--- config.mk ---
export PLATFORM = sky130hd
export DESIGN_NAME = bpc_reg
export DESIGN_NICKNAME = d
export VERILOG_FILES = /design/src/bpc_pkg.sv /design/src/bpc_cfg_field.sv /design/src/bpc_reg.sv
export SDC_FILE = /design/constraint.sdc
export NUM_CORES = 1
export LEC_CHECK = 0
export ABC_CLOCK_PERIOD_IN_PS = 1720
export BUFFER_PORTS_ARGS = -buffer_cell sky130_fd_sc_hd__buf_2
export CORE_ASPECT_RATIO = 1.75
export CORE_MARGIN = 3
export CORE_UTILIZATION = 43
export DETAILED_ROUTE_END_ITERATION = 10
export PLACE_DENSITY_LB_ADDON = 0.3
export SYNTH_ARGS = -nofsm -noshare
export SYNTH_HDL_FRONTEND = slang
export SYNTH_SLANG_ARGS = --single-unit
export TNS_END_PERCENT = 1
--- constraint.sdc ---
create_clock -name clock -period 1.72 [get_ports clock]
set_input_delay 0.258 -clock clock [delete_from_list [all_inputs] [get_ports clock]]
set_output_delay 0.258 -clock clock [all_outputs]
set_load 0.1 [all_outputs]
--- src/bpc_pkg.sv ---
// constants for the converter phase, capacitor and switching-rate register
package bpc_pkg;
   localparam logic [15:0] CFG_OFFSET       = 16'h7813;
   localparam logic [15:0] STATUS_OFFSET    = 16'h7900;
   // field positions (lsb) inside the configuration word
   localparam int          CONV4_PHASE_POS  = 15;
   localparam int          CONV3_PHASE_POS  = 14;
   localparam int          CONV2_PHASE_POS  = 13;
   localparam int          CONV1_PHASE_POS  = 12;
   localparam int          CONV4_CAP_POS    = 10;
   localparam int          CONV3_CAP_POS    = 8;
   localparam int          CONV2_CAP_POS    = 6;
   localparam int          CONV1_CAP_POS    = 4;
   localparam int          CONV2_RATE_POS   = 2;
   localparam int          CONV1_RATE_POS   = 0;
   // values after reset
   localparam logic        CONV4_PHASE_RST  = 1'b0;
   localparam logic        CONV3_PHASE_RST  = 1'b0;
   localparam logic        CONV2_PHASE_RST  = 1'b1;
   localparam logic        CONV1_PHASE_RST  = 1'b0;
   localparam logic [1:0]  CAP_RST          = 2'h0;
   localparam logic [1:0]  RATE_RST         = 2'h0;
   // switching-rate codes
   localparam logic [1:0]  RATE_2MHZ        = 2'h1;
   localparam logic [1:0]  RATE_4MHZ        = 2'h2;
   localparam logic [1:0]  RATE_4MHZ_SMALL  = 2'h3;
   // capacitor codes valid for converter 1; converter 2 accepts only CAP_MID
   localparam logic [1:0]  CAP_SMALL        = 2'h0;
   localparam logic [1:0]  CAP_MID          = 2'h2;
   // status register bit positions
   localparam int          ST_LOADING_POS   = 0;
   localparam int          ST_LOADED_POS    = 1;
   localparam int          ST_EEPROM_POS    = 2;
   localparam int          ST_RESERVED_POS  = 3;
endpackage : bpc_pkg

--- src/bpc_cfg_field.sv ---
// one configuration field with separate host and loader write ports
`timescale 1ns/1ps
module bpc_cfg_field #(
   parameter int         W   = 1,
   parameter logic [W-1:0] RST = '0
) (
   // clocking
   input  wire logic         clock,
   input  wire logic         rst_n,
   input  wire logic         clk_en,
   // writes
   input  wire logic         host_we,
   input  wire logic [W-1:0] host_d,
   input  wire logic         load_we,
   input  wire logic [W-1:0] load_d,
   // value
   output logic      [W-1:0] q
);
   // refused at elaboration, a zero-width field has nothing to hold
   if (W < 1) begin : g_bad_width
      $error("field width must be at least one");
   end

   wire logic [W-1:0] next_q = load_we ? load_d : (host_we ? host_d : q);

   always_ff @(posedge clock or negedge rst_n) begin
      if (!rst_n) q <= RST;
      else if (clk_en) q <= next_q;
   end
endmodule : bpc_cfg_field

--- src/bpc_reg.sv ---
// converter phase, output-capacitor and switching-rate configuration register
`timescale 1ns/1ps
module bpc_reg #(
   parameter int AW = 16
) (
   // clock and reset
   input  wire logic          clock,
   input  wire logic          nrst,
   input  wire logic          clk_en,
   // host register port
   input  wire logic [AW-1:0] addr,
   input  wire logic [15:0]   wdata,
   input  wire logic          wr,
   input  wire logic          rd,
   output logic      [15:0]   rdata,
   // configuration loader
   input  wire logic          load_active,
   input  wire logic          external_eeprom_config_load,
   input  wire logic          load_wr,
   input  wire logic [15:0]   load_data,
   // converter controls
   output logic               conv4_clock_invert,
   output logic               conv3_clock_invert,
   output logic               conv2_clock_invert,
   output logic               conv1_clock_invert,
   output logic      [1:0]    conv4_outcap_range,
   output logic      [1:0]    conv3_outcap_range,
   output logic      [1:0]    conv2_outcap_range,
   output logic      [1:0]    conv1_outcap_range,
   output logic      [1:0]    conv2_switch_rate,
   output logic      [1:0]    conv1_switch_rate,
   // decoded rate selects and reserved-code flag
   output logic               conv2_rate_4mhz,
   output logic               conv1_rate_4mhz,
   output logic               conv1_small_inductor,
   output logic               cfg_code_reserved
);
   // refused at elaboration, the bus must be at least as wide as the 16-bit offset constants
   if (AW < 16) begin : g_bad_aw
      $error("address width must hold the register offsets");
   end

   ////////////////////////////////////////////////////////////////////////////
   // reset release
   logic rst_meta;
   logic rst_n;

   always_ff @(posedge clock or negedge nrst) begin
      if (!nrst) begin
         rst_meta <= 1'b0;
         rst_n    <= 1'b0;
      end else begin
         rst_meta <= 1'b1;
         rst_n    <= rst_meta;
      end
   end

   ////////////////////////////////////////////////////////////////////////////
   // decode
   wire logic        hit_cfg    = addr == AW'(bpc_pkg::CFG_OFFSET);
   wire logic        hit_status = addr == AW'(bpc_pkg::STATUS_OFFSET);
   wire logic        host_we    = wr && hit_cfg;
   // loader writes count only while a load is in progress
   wire logic        load_we    = load_wr && load_active;

   ////////////////////////////////////////////////////////////////////////////
   // phase bits: written by host or loader
   logic             ph4;
   logic             ph3;
   logic             ph2;
   logic             ph1;

   bpc_cfg_field #(.W(1), .RST(bpc_pkg::CONV4_PHASE_RST)) u_ph4 (
      .clock(clock), .rst_n(rst_n), .clk_en(clk_en),
      .host_we(host_we), .host_d(wdata[bpc_pkg::CONV4_PHASE_POS]),
      .load_we(load_we), .load_d(load_data[bpc_pkg::CONV4_PHASE_POS]),
      .q(ph4));
   bpc_cfg_field #(.W(1), .RST(bpc_pkg::CONV3_PHASE_RST)) u_ph3 (
      .clock(clock), .rst_n(rst_n), .clk_en(clk_en),
      .host_we(host_we), .host_d(wdata[bpc_pkg::CONV3_PHASE_POS]),
      .load_we(load_we), .load_d(load_data[bpc_pkg::CONV3_PHASE_POS]),
      .q(ph3));
   bpc_cfg_field #(.W(1), .RST(bpc_pkg::CONV2_PHASE_RST)) u_ph2 (
      .clock(clock), .rst_n(rst_n), .clk_en(clk_en),
      .host_we(host_we), .host_d(wdata[bpc_pkg::CONV2_PHASE_POS]),
      .load_we(load_we), .load_d(load_data[bpc_pkg::CONV2_PHASE_POS]),
      .q(ph2));
   bpc_cfg_field #(.W(1), .RST(bpc_pkg::CONV1_PHASE_RST)) u_ph1 (
      .clock(clock), .rst_n(rst_n), .clk_en(clk_en),
      .host_we(host_we), .host_d(wdata[bpc_pkg::CONV1_PHASE_POS]),
      .load_we(load_we), .load_d(load_data[bpc_pkg::CONV1_PHASE_POS]),
      .q(ph1));

   ////////////////////////////////////////////////////////////////////////////
   // capacitor and rate fields: loader only, host write port held off
   logic [1:0]       cap4;
   logic [1:0]       cap3;
   logic [1:0]       cap2;
   logic [1:0]       cap1;
   logic [1:0]       rate2;
   logic [1:0]       rate1;

   bpc_cfg_field #(.W(2), .RST(bpc_pkg::CAP_RST)) u_cap4 (
      .clock(clock), .rst_n(rst_n), .clk_en(clk_en),
      .host_we(1'b0), .host_d(2'h0),
      .load_we(load_we), .load_d(load_data[bpc_pkg::CONV4_CAP_POS +: 2]),
      .q(cap4));
   bpc_cfg_field #(.W(2), .RST(bpc_pkg::CAP_RST)) u_cap3 (
      .clock(clock), .rst_n(rst_n), .clk_en(clk_en),
      .host_we(1'b0), .host_d(2'h0),
      .load_we(load_we), .load_d(load_data[bpc_pkg::CONV3_CAP_POS +: 2]),
      .q(cap3));
   bpc_cfg_field #(.W(2), .RST(bpc_pkg::CAP_RST)) u_cap2 (
      .clock(clock), .rst_n(rst_n), .clk_en(clk_en),
      .host_we(1'b0), .host_d(2'h0),
      .load_we(load_we), .load_d(load_data[bpc_pkg::CONV2_CAP_POS +: 2]),
      .q(cap2));
   bpc_cfg_field #(.W(2), .RST(bpc_pkg::CAP_RST)) u_cap1 (
      .clock(clock), .rst_n(rst_n), .clk_en(clk_en),
      .host_we(1'b0), .host_d(2'h0),
      .load_we(load_we), .load_d(load_data[bpc_pkg::CONV1_CAP_POS +: 2]),
      .q(cap1));
   bpc_cfg_field #(.W(2), .RST(bpc_pkg::RATE_RST)) u_rate2 (
      .clock(clock), .rst_n(rst_n), .clk_en(clk_en),
      .host_we(1'b0), .host_d(2'h0),
      .load_we(load_we), .load_d(load_data[bpc_pkg::CONV2_RATE_POS +: 2]),
      .q(rate2));
   bpc_cfg_field #(.W(2), .RST(bpc_pkg::RATE_RST)) u_rate1 (
      .clock(clock), .rst_n(rst_n), .clk_en(clk_en),
      .host_we(1'b0), .host_d(2'h0),
      .load_we(load_we), .load_d(load_data[bpc_pkg::CONV1_RATE_POS +: 2]),
      .q(rate1));

   ////////////////////////////////////////////////////////////////////////////
   // decoded selects and reserved-code watch
   logic             loaded;
   logic             from_eeprom;
   logic             load_prev;
   wire logic [15:0] cfg_word = {ph4, ph3, ph2, ph1, cap4, cap3, cap2, cap1,
                                 rate2, rate1};
   wire logic        next_rate2_4m  = rate2 == bpc_pkg::RATE_4MHZ;
   wire logic        rate2_bad      = rate2 != bpc_pkg::RATE_2MHZ &&
                                      rate2 != bpc_pkg::RATE_4MHZ;
   wire logic        next_rate1_4m  = rate1 == bpc_pkg::RATE_4MHZ ||
                                      rate1 == bpc_pkg::RATE_4MHZ_SMALL;
   wire logic        next_rate1_sm  = rate1 == bpc_pkg::RATE_4MHZ_SMALL;
   wire logic        rate1_bad      = rate1 == bpc_pkg::RATE_RST;
   // reserved codes are flagged, not corrected: the loader owns them
   wire logic        cap2_bad       = cap2 != bpc_pkg::CAP_MID;
   wire logic        cap1_bad       = cap1 != bpc_pkg::CAP_SMALL &&
                                      cap1 != bpc_pkg::CAP_MID;
   // flag only after a load, the all-zero reset state is expected
   wire logic        next_reserved  = loaded &&
                                      (rate2_bad || rate1_bad || cap2_bad || cap1_bad);

   ////////////////////////////////////////////////////////////////////////////
   // load status
   wire logic        load_end       = load_prev && !load_active;
   wire logic        next_loaded    = loaded || load_end;
   wire logic        next_eeprom    = load_active ? external_eeprom_config_load
                                                  : from_eeprom;

   always_ff @(posedge clock or negedge rst_n) begin
      if (!rst_n) begin
         loaded      <= 1'b0;
         from_eeprom <= 1'b0;
         load_prev   <= 1'b0;
      end else if (clk_en) begin
         loaded      <= next_loaded;
         from_eeprom <= next_eeprom;
         load_prev   <= load_active;
      end
   end

   wire logic [15:0] status_word = 16'h0000
                                 | (16'(load_active)   << bpc_pkg::ST_LOADING_POS)
                                 | (16'(loaded)        << bpc_pkg::ST_LOADED_POS)
                                 | (16'(from_eeprom)   << bpc_pkg::ST_EEPROM_POS)
                                 | (16'(next_reserved) << bpc_pkg::ST_RESERVED_POS);

   ////////////////////////////////////////////////////////////////////////////
   // read data, one cycle after the strobe, zero elsewhere
   wire logic [15:0] next_rdata = !rd        ? 16'h0000 :
                                  hit_cfg    ? cfg_word :
                                  hit_status ? status_word : 16'h0000;

   always_ff @(posedge clock or negedge rst_n) begin
      if (!rst_n) rdata <= 16'h0000;
      else if (clk_en) rdata <= next_rdata;
   end

   ////////////////////////////////////////////////////////////////////////////
   // registered outputs, one cycle behind the stored fields
   always_ff @(posedge clock or negedge rst_n) begin
      if (!rst_n) begin
         conv4_clock_invert   <= bpc_pkg::CONV4_PHASE_RST;
         conv3_clock_invert   <= bpc_pkg::CONV3_PHASE_RST;
         conv2_clock_invert   <= bpc_pkg::CONV2_PHASE_RST;
         conv1_clock_invert   <= bpc_pkg::CONV1_PHASE_RST;
         conv4_outcap_range   <= bpc_pkg::CAP_RST;
         conv3_outcap_range   <= bpc_pkg::CAP_RST;
         conv2_outcap_range   <= bpc_pkg::CAP_RST;
         conv1_outcap_range   <= bpc_pkg::CAP_RST;
         conv2_switch_rate    <= bpc_pkg::RATE_RST;
         conv1_switch_rate    <= bpc_pkg::RATE_RST;
         conv2_rate_4mhz      <= 1'b0;
         conv1_rate_4mhz      <= 1'b0;
         conv1_small_inductor <= 1'b0;
         cfg_code_reserved    <= 1'b0;
      end else if (clk_en) begin
         conv4_clock_invert   <= ph4;
         conv3_clock_invert   <= ph3;
         conv2_clock_invert   <= ph2;
         conv1_clock_invert   <= ph1;
         conv4_outcap_range   <= cap4;
         conv3_outcap_range   <= cap3;
         conv2_outcap_range   <= cap2;
         conv1_outcap_range   <= cap1;
         conv2_switch_rate    <= rate2;
         conv1_switch_rate    <= rate1;
         conv2_rate_4mhz      <= next_rate2_4m;
         conv1_rate_4mhz      <= next_rate1_4m;
         conv1_small_inductor <= next_rate1_sm;
         cfg_code_reserved    <= next_reserved;
      end
   end
endmodule : bpc_reg

# --- Yosys cells after proc, flatten, opt, wreduce, memory -nomap -nowiden ---
# Index checks and enable logic that the tools add are counted.
word_totals:
  regBits: 57
  in_bits: 56
  output_inout_bits: 36
  wordCells: 71
op_classes:
  n_eq_ne: 9
  mux: 11
  bitwise_logic: 3
  n_reduce_logical: 18
op_table:
  columns: ["cell", "n"]
  rows:
  - ["== test 16 x 15 -> 1 bit, second input constant", 2]
  - ["two-way mux 16 bit", 2]
  - ["two-way mux 1 bit", 8]
  - ["== test 2 bit, second input constant", 3]
  - ["logical AND 1 bit", 6]
  - ["inequality test 2 bit, second input constant", 3]
  - ["AND reduction 2 bit", 3]
  - ["logical OR 1 bit", 5]
  - ["two-way mux 4 bit", 1]
  - ["OR 3 x 4 -> 4 bit", 1]
  - ["nonzero test 2 bit", 2]
  - ["OR 2 x 3 -> 3 bit", 1]
  - ["zero test 2 bit", 1]
  - ["inequality test 2 x 1 -> 1 bit, second input constant", 1]
  - ["OR 1 x 2 -> 2 bit", 1]
  - ["zero test 1 bit", 1]

# --- Logic depth before layout (Yosys ltp) ---
depth:
  word_depth: 10
  depth_mapped: 5
  ltp_nobuf: 5

# --- By module ---
# Synthesis repeated with hierarchy kept, for this count alone.
hier_totals:
  hier_cells: 239
  area_unflattened_um2: 2598.7
by_module_without_submodules:
  columns: ["module", "instances", "cells_each", "area_each_um2", "seq_area_each_um2"]
  rows:
  - ["bpc_reg", 1, 143, 1741.7, 1027.2]
  - ["bpc_cfg_field (u_cap1 ...)", 6, 12, 102.6, 50.0]
  - ["bpc_cfg_field (u_ph1 ...)", 3, 6, 60.1, 25.0]
  - ["bpc_cfg_field (u_ph2)", 1, 6, 61.3, 26.3]

# --- Least setup slack after synthesis ---
# No wires, ideal clock.
synth_timing:
  path_type: "input to register"
  from: "input port addr[8]"
  to: "register u_ph1.q"
  setup_ns: 0.125
  arrival_ns: 1.315
  t_required_ns: 1.595
  path_slack_ns: 0.280
  stages: 4
  n_path_buf: 0
  cell_sequence: "nand4b_2 > and4bb_1 > and4_4 > mux2_4"
synth_between:
  elab_chain_len: 4
synth_rtl:
  columns: ["element", "line_no", "source"]
  rows:
  - ["start: declaration", "bpc_reg.sv:11", "input wire logic [AW-1:0] addr,"]
  - ["== test 16 x 15 -> 1 bit", "bpc_reg.sv:60", "wire logic hit_cfg = addr == AW'(bpc_pkg::CFG_OFFSET);"]
  - ["logical AND 1 bit", "bpc_reg.sv:62", "wire logic host_we = wr && hit_cfg;"]
  - ["nonzero test 2 bit (no source line)", null, null]
  - ["AND reduction 2 bit (no source line)", null, null]
  - ["end signal: assignment", "bpc_cfg_field.sv:28", "else if (clk_en) q <= next_q;"]
  - ["end: declaration", "bpc_cfg_field.sv:17", "output logic [W-1:0] q"]
# No other way between the ends.
# A chain may end at the register's enable or synchronous reset.

# --- Final worst setup path ---
layout_timing:
  from: "register u_rate2.q[0]"
  to: "register rdata[3]"
layout_between:
  elab_chain_len: 10
  elab_cells_between_ends: 11
  classes_between: "eq/ne (2); mux (3); bitwise (1); reduce/logical (5)"
layout_rtl:
  columns: ["element", "line_no", "source"]
  rows:
  - ["start: declaration", "bpc_cfg_field.sv:17", null]
  - ["start signal: assignment", "bpc_cfg_field.sv:28", null]
  - ["inequality test 2 x 1 -> 1 bit or inequality test 2 bit (tied branches)", "bpc_reg.sv:142, bpc_reg.sv:143", null]
  - ["logical AND 1 bit (*)", "bpc_reg.sv:142", "wire logic rate2_bad = rate2 != bpc_pkg::RATE_2MHZ &&"]
  - ["logical OR 1 bit (*) (3 in a row)", "bpc_reg.sv:154", "(rate2_bad || rate1_bad || cap2_bad || cap1_bad);"]
  - ["logical AND 1 bit (*)", "bpc_reg.sv:153", "wire logic next_reserved = loaded &&"]
  - ["OR 3 x 4 -> 4 bit (*)", "bpc_reg.sv:179", "| (16'(next_reserved) << bpc_pkg::ST_RESERVED_POS);"]
  - ["two-way mux 4 bit (*)", "bpc_reg.sv:185", "hit_status ? status_word : 16'h0000;"]
  - ["two-way mux 16 bit (*)", "bpc_reg.sv:184", "hit_cfg ? cfg_word :"]
  - ["two-way mux 16 bit (*)", "bpc_reg.sv:183", "wire logic [15:0] next_rdata = !rd ? 16'h0000 :"]
  - ["end signal: assignment", "bpc_reg.sv:189", "else if (clk_en) rdata <= next_rdata;"]
  - ["end: declaration", "bpc_reg.sv:15", "output logic [15:0] rdata,"]
# Every way passes the cells marked *; elsewhere a longest branch is shown, timed or not.

==> key figures <==
Drt
  – DRT Pass-1 Iters: 4
  – Vias: 1601
  – Antenna-violating nets left: 0
  – Final WL: 5120 um
  – DRC viols: 0
  – DR iter-0 viols: 86
  – Routed WL per cell: 17.0 um
  – Post-DR vias/cell: 5.30

Cells and area
  – Final Non-Filler Cells: 302
  – Area grow syn2layout: 28.6%
  – Fin area: 0.00301 mm^2
  – Filler cells: 430
  – Fin util: 58.9%
  – Reg area: 0.00143 mm^2
  – Area of the multi-input gates: 852 um^2
  – Nets: 301
  – Layout cells sized above 1: 58.5%
  – Antenna cells: 0

Global routing
  – Total track usage: 18.4%
  – Vias in the first global route: 1757
  – GRT overflow: 0
  – Largest net degree at the start of global routing: 31
  – Met1 Resource Use GR: 19.8%
  – Initial antenna violation count: 0
  – Met3 usage: 7.22%
  – Grt met2 use: 30.1%
  – Busiest layer in global routing: met2
  – Global-route wire length before repair: 8450 um

Clock tree
  – Worst-Skew Late Latency: 0.33 ns
  – Post-CTS Resized: 0
  – TritonCTS Buffers: 9
  – CTS max path bufs: 2
  – Post-CTS setup buffers: 0
  – CTS tree: yes
  – Clk slew on worst S/H paths: 0.06 ns
  – Clock sinks: 57
  – Root buf cell: clkbuf_8
  – H-tree Lvls: 3

Timing
  – Final-report setup violation count: 0
  – Min Clock Period, post-route: 1.60 ns
  – Setup TNS: 0 ns
  – Period utilisation layout: 92.8%
  – FMAX: 626 MHz
  – Max-Slew Margin vs Limit: 60.6%
  – Worst Skew: 0.00643 ns
  – Worst-Margin Slew: 0.591 ns
  – Final hold vios: 0
  – Final Slew Violations: 0
  – RSZ-0062 raised after global routing: no

Floorplan
  – Starting Density: 45.8%
  – I/O Pins: 92
  – Die ar.: 0.00639 mm^2
  – Num rows: 34
  – Die Wd: 61.7 um
  – Die H: 104 um
  – Core Region: 0.00510 mm^2

Power and ir drop
  – Post-route total power: 0.00402 W
  – Peak VDD IR: 0.000752 V
  – Lkg Pwr: 1.52 nW
  – PD cells: 1340 mW/mm^2

Placement
  – Final Wtd Congestion: 0.741
  – Placed Cells: 286
  – DP Area: 0.00282 mm^2
  – Post-DP HPWL: 3770 um
  – Port Buffers: 79

Synthesis
  – Synth top area cells: dfrtp_1 (59%), mux2_2 (16%), a22o_1 (4.5%)
  – Synth Cell Area: 0.00234 mm^2
  – Post-synth top area share: 58.9%
  – Syn Inst Count: 154
  – Seq cells post-synth: 57
  – Yosys Warn Count: 0
  – Synthesized area per cell: 15.2 um^2
  – Post-synthesis sequential area ratio: 61.1%
  – Post-Synthesis Net Count: 211
  – Yosys cell types: 33
  – Synth area leader: dfrtp_1

Min path
  – Hold path start: load_data[10]
  – Hold Crit Class: input pin to register

Setup path
  – CP Capture Type: register
  – Largest stage delay, worst path: 0.35 ns
  – CP max stage cell: dfrtp_1
  – Critical Path Start: u_rate2.q[0]
  – Worst-path fanout max: 3
  – Worst path buffer plus inverter count: 1
  – CP arrival: 1.81 ns
  – Critical-path cell list: inv_1, ha_1, nor4b_1, a21oi_1, a221o_1
  – CP Class: register to register
  – FF-to-FF Start: u_rate2.q[0]
  – Gate family responsible for the most delay along the worst path: compound AO/OA/AOI/OAI gates
  – Type of origin of the critical path: register
  – Critical path required time: 1.94 ns

Status
  – Result of the run: finished clean

Job
  – Max-cap check violation count: 0
timing repair:
action / in CTS / in global routing
hold buffers: 1 / 0
hold endpoints to repair: 2 / 0
setup endpoints to repair: 0 / 0
routing by layer:
metal	wire [um]	part of all wire (%)
met3	231	4.5
met5	0	0
met1	1930	38
met2	2850	56
met4	112	2.2
cell type report:
cell class / count / area share (%)
timing repair buffer: 85 / 15.1
clock buffer: 15 / 5.87
sequential: 57 / 47.5
tap: 54 / 2.25
inverter: 7 / 0.874
multi-input combinational: 84 / 28.3
synth_stat cells, drive strengths merged:
cell type and number:
ha 1, o31ai 1, nor4bb 1, or2 1, nor3 1, buf 5, dfrtp 55, conb 1
a22o 12, nand2 2, and4b 1, nor4 1, inv 7, dfstp 2, nor2b 3, clkbuf 1
a221o 4, a21oi 1, nand4 1, and4 1, nand3 2, and4bb 2, nand4b 1, mux2 38
nor4b 2, o21ai 4, nand2b 1, nor2 2
logic make-up (layout without fill, tap and decap cells):
logic type | after synthesis | in the layout | share of synthesized area (%)
flops | 57 | 57 | 61.1
compound gates | 22 | 22 | 7.60
fa+ha+maj | 1 | 1 | 0.535
buf+inv | 13 | 107 | 2.46
simple gates | 22 | 22 | 9.20
mux | 38 | 38 | 18.9
other cells | 1 | 1 | 0.160
power breakdown:
part           leakage [nW]  internal [W]  switching (W)  total, W
Clock                0.0898      0.000635       0.000474   0.00111
Combinational         0.723      0.000291       0.000960   0.00125
Sequential            0.703       0.00153       0.000125   0.00166
path summary, 6_finish.rpt:
check,endpoint,slack [ns],depth (start not counted)
max reg2reg,rdata[3],0.12,5
min reg2reg,u_rate2.q[1],0.28,0
max in group asynchronous,conv1_outcap_range[1],0.88,1
min,u_cap4.q[0],0.16,2
min in group asynchronous,rst_meta,0.23,2
max,rdata[3],0.12,5
placed cells by master, fill, tap and decap left out, drive strengths merged, types with 2 or more instances in the layout:
cell / Yosys / layout
nor2b: 3 / 3
dfstp: 2 / 2
nand3: 2 / 2
dfrtp: 55 / 55
a221o: 4 / 4
buf: 5 / 84
nand2: 2 / 2
o21ai: 4 / 4
inv: 7 / 7
a22o: 12 / 12
mux2: 38 / 38
nor4b: 2 / 2
and4bb: 2 / 2
clkbuf: 1 / 15
nor2: 2 / 2
metrics by stage:
| stage | hold WS [ns] | setup WS, ns |
|---|---|---|
| global route | 0.136 | 0.00168 |
| global placement | 0.0444 | 0.111 |
| floorplan | -0.0376 | 0.0191 |
| CTS | 0.136 | 0.0769 |
| finish | 0.157 | 0.123 |
| detailed placement | 0.0443 | 0.0716 |
state kept, by name, indices dropped and copies added (netlist names), 2 cells and up:
register	cells
u_cap2.q	2
u_cap3.q	2
conv3_outcap_range	2
u_rate1.q	2
conv2_switch_rate	2
u_rate2.q	2
conv2_outcap_range	2
conv1_switch_rate	2
u_cap4.q	2
conv1_outcap_range	2
conv4_outcap_range	2
rdata	16
u_cap1.q	2
No activity file was read; power rests on OpenSTA's default activity.
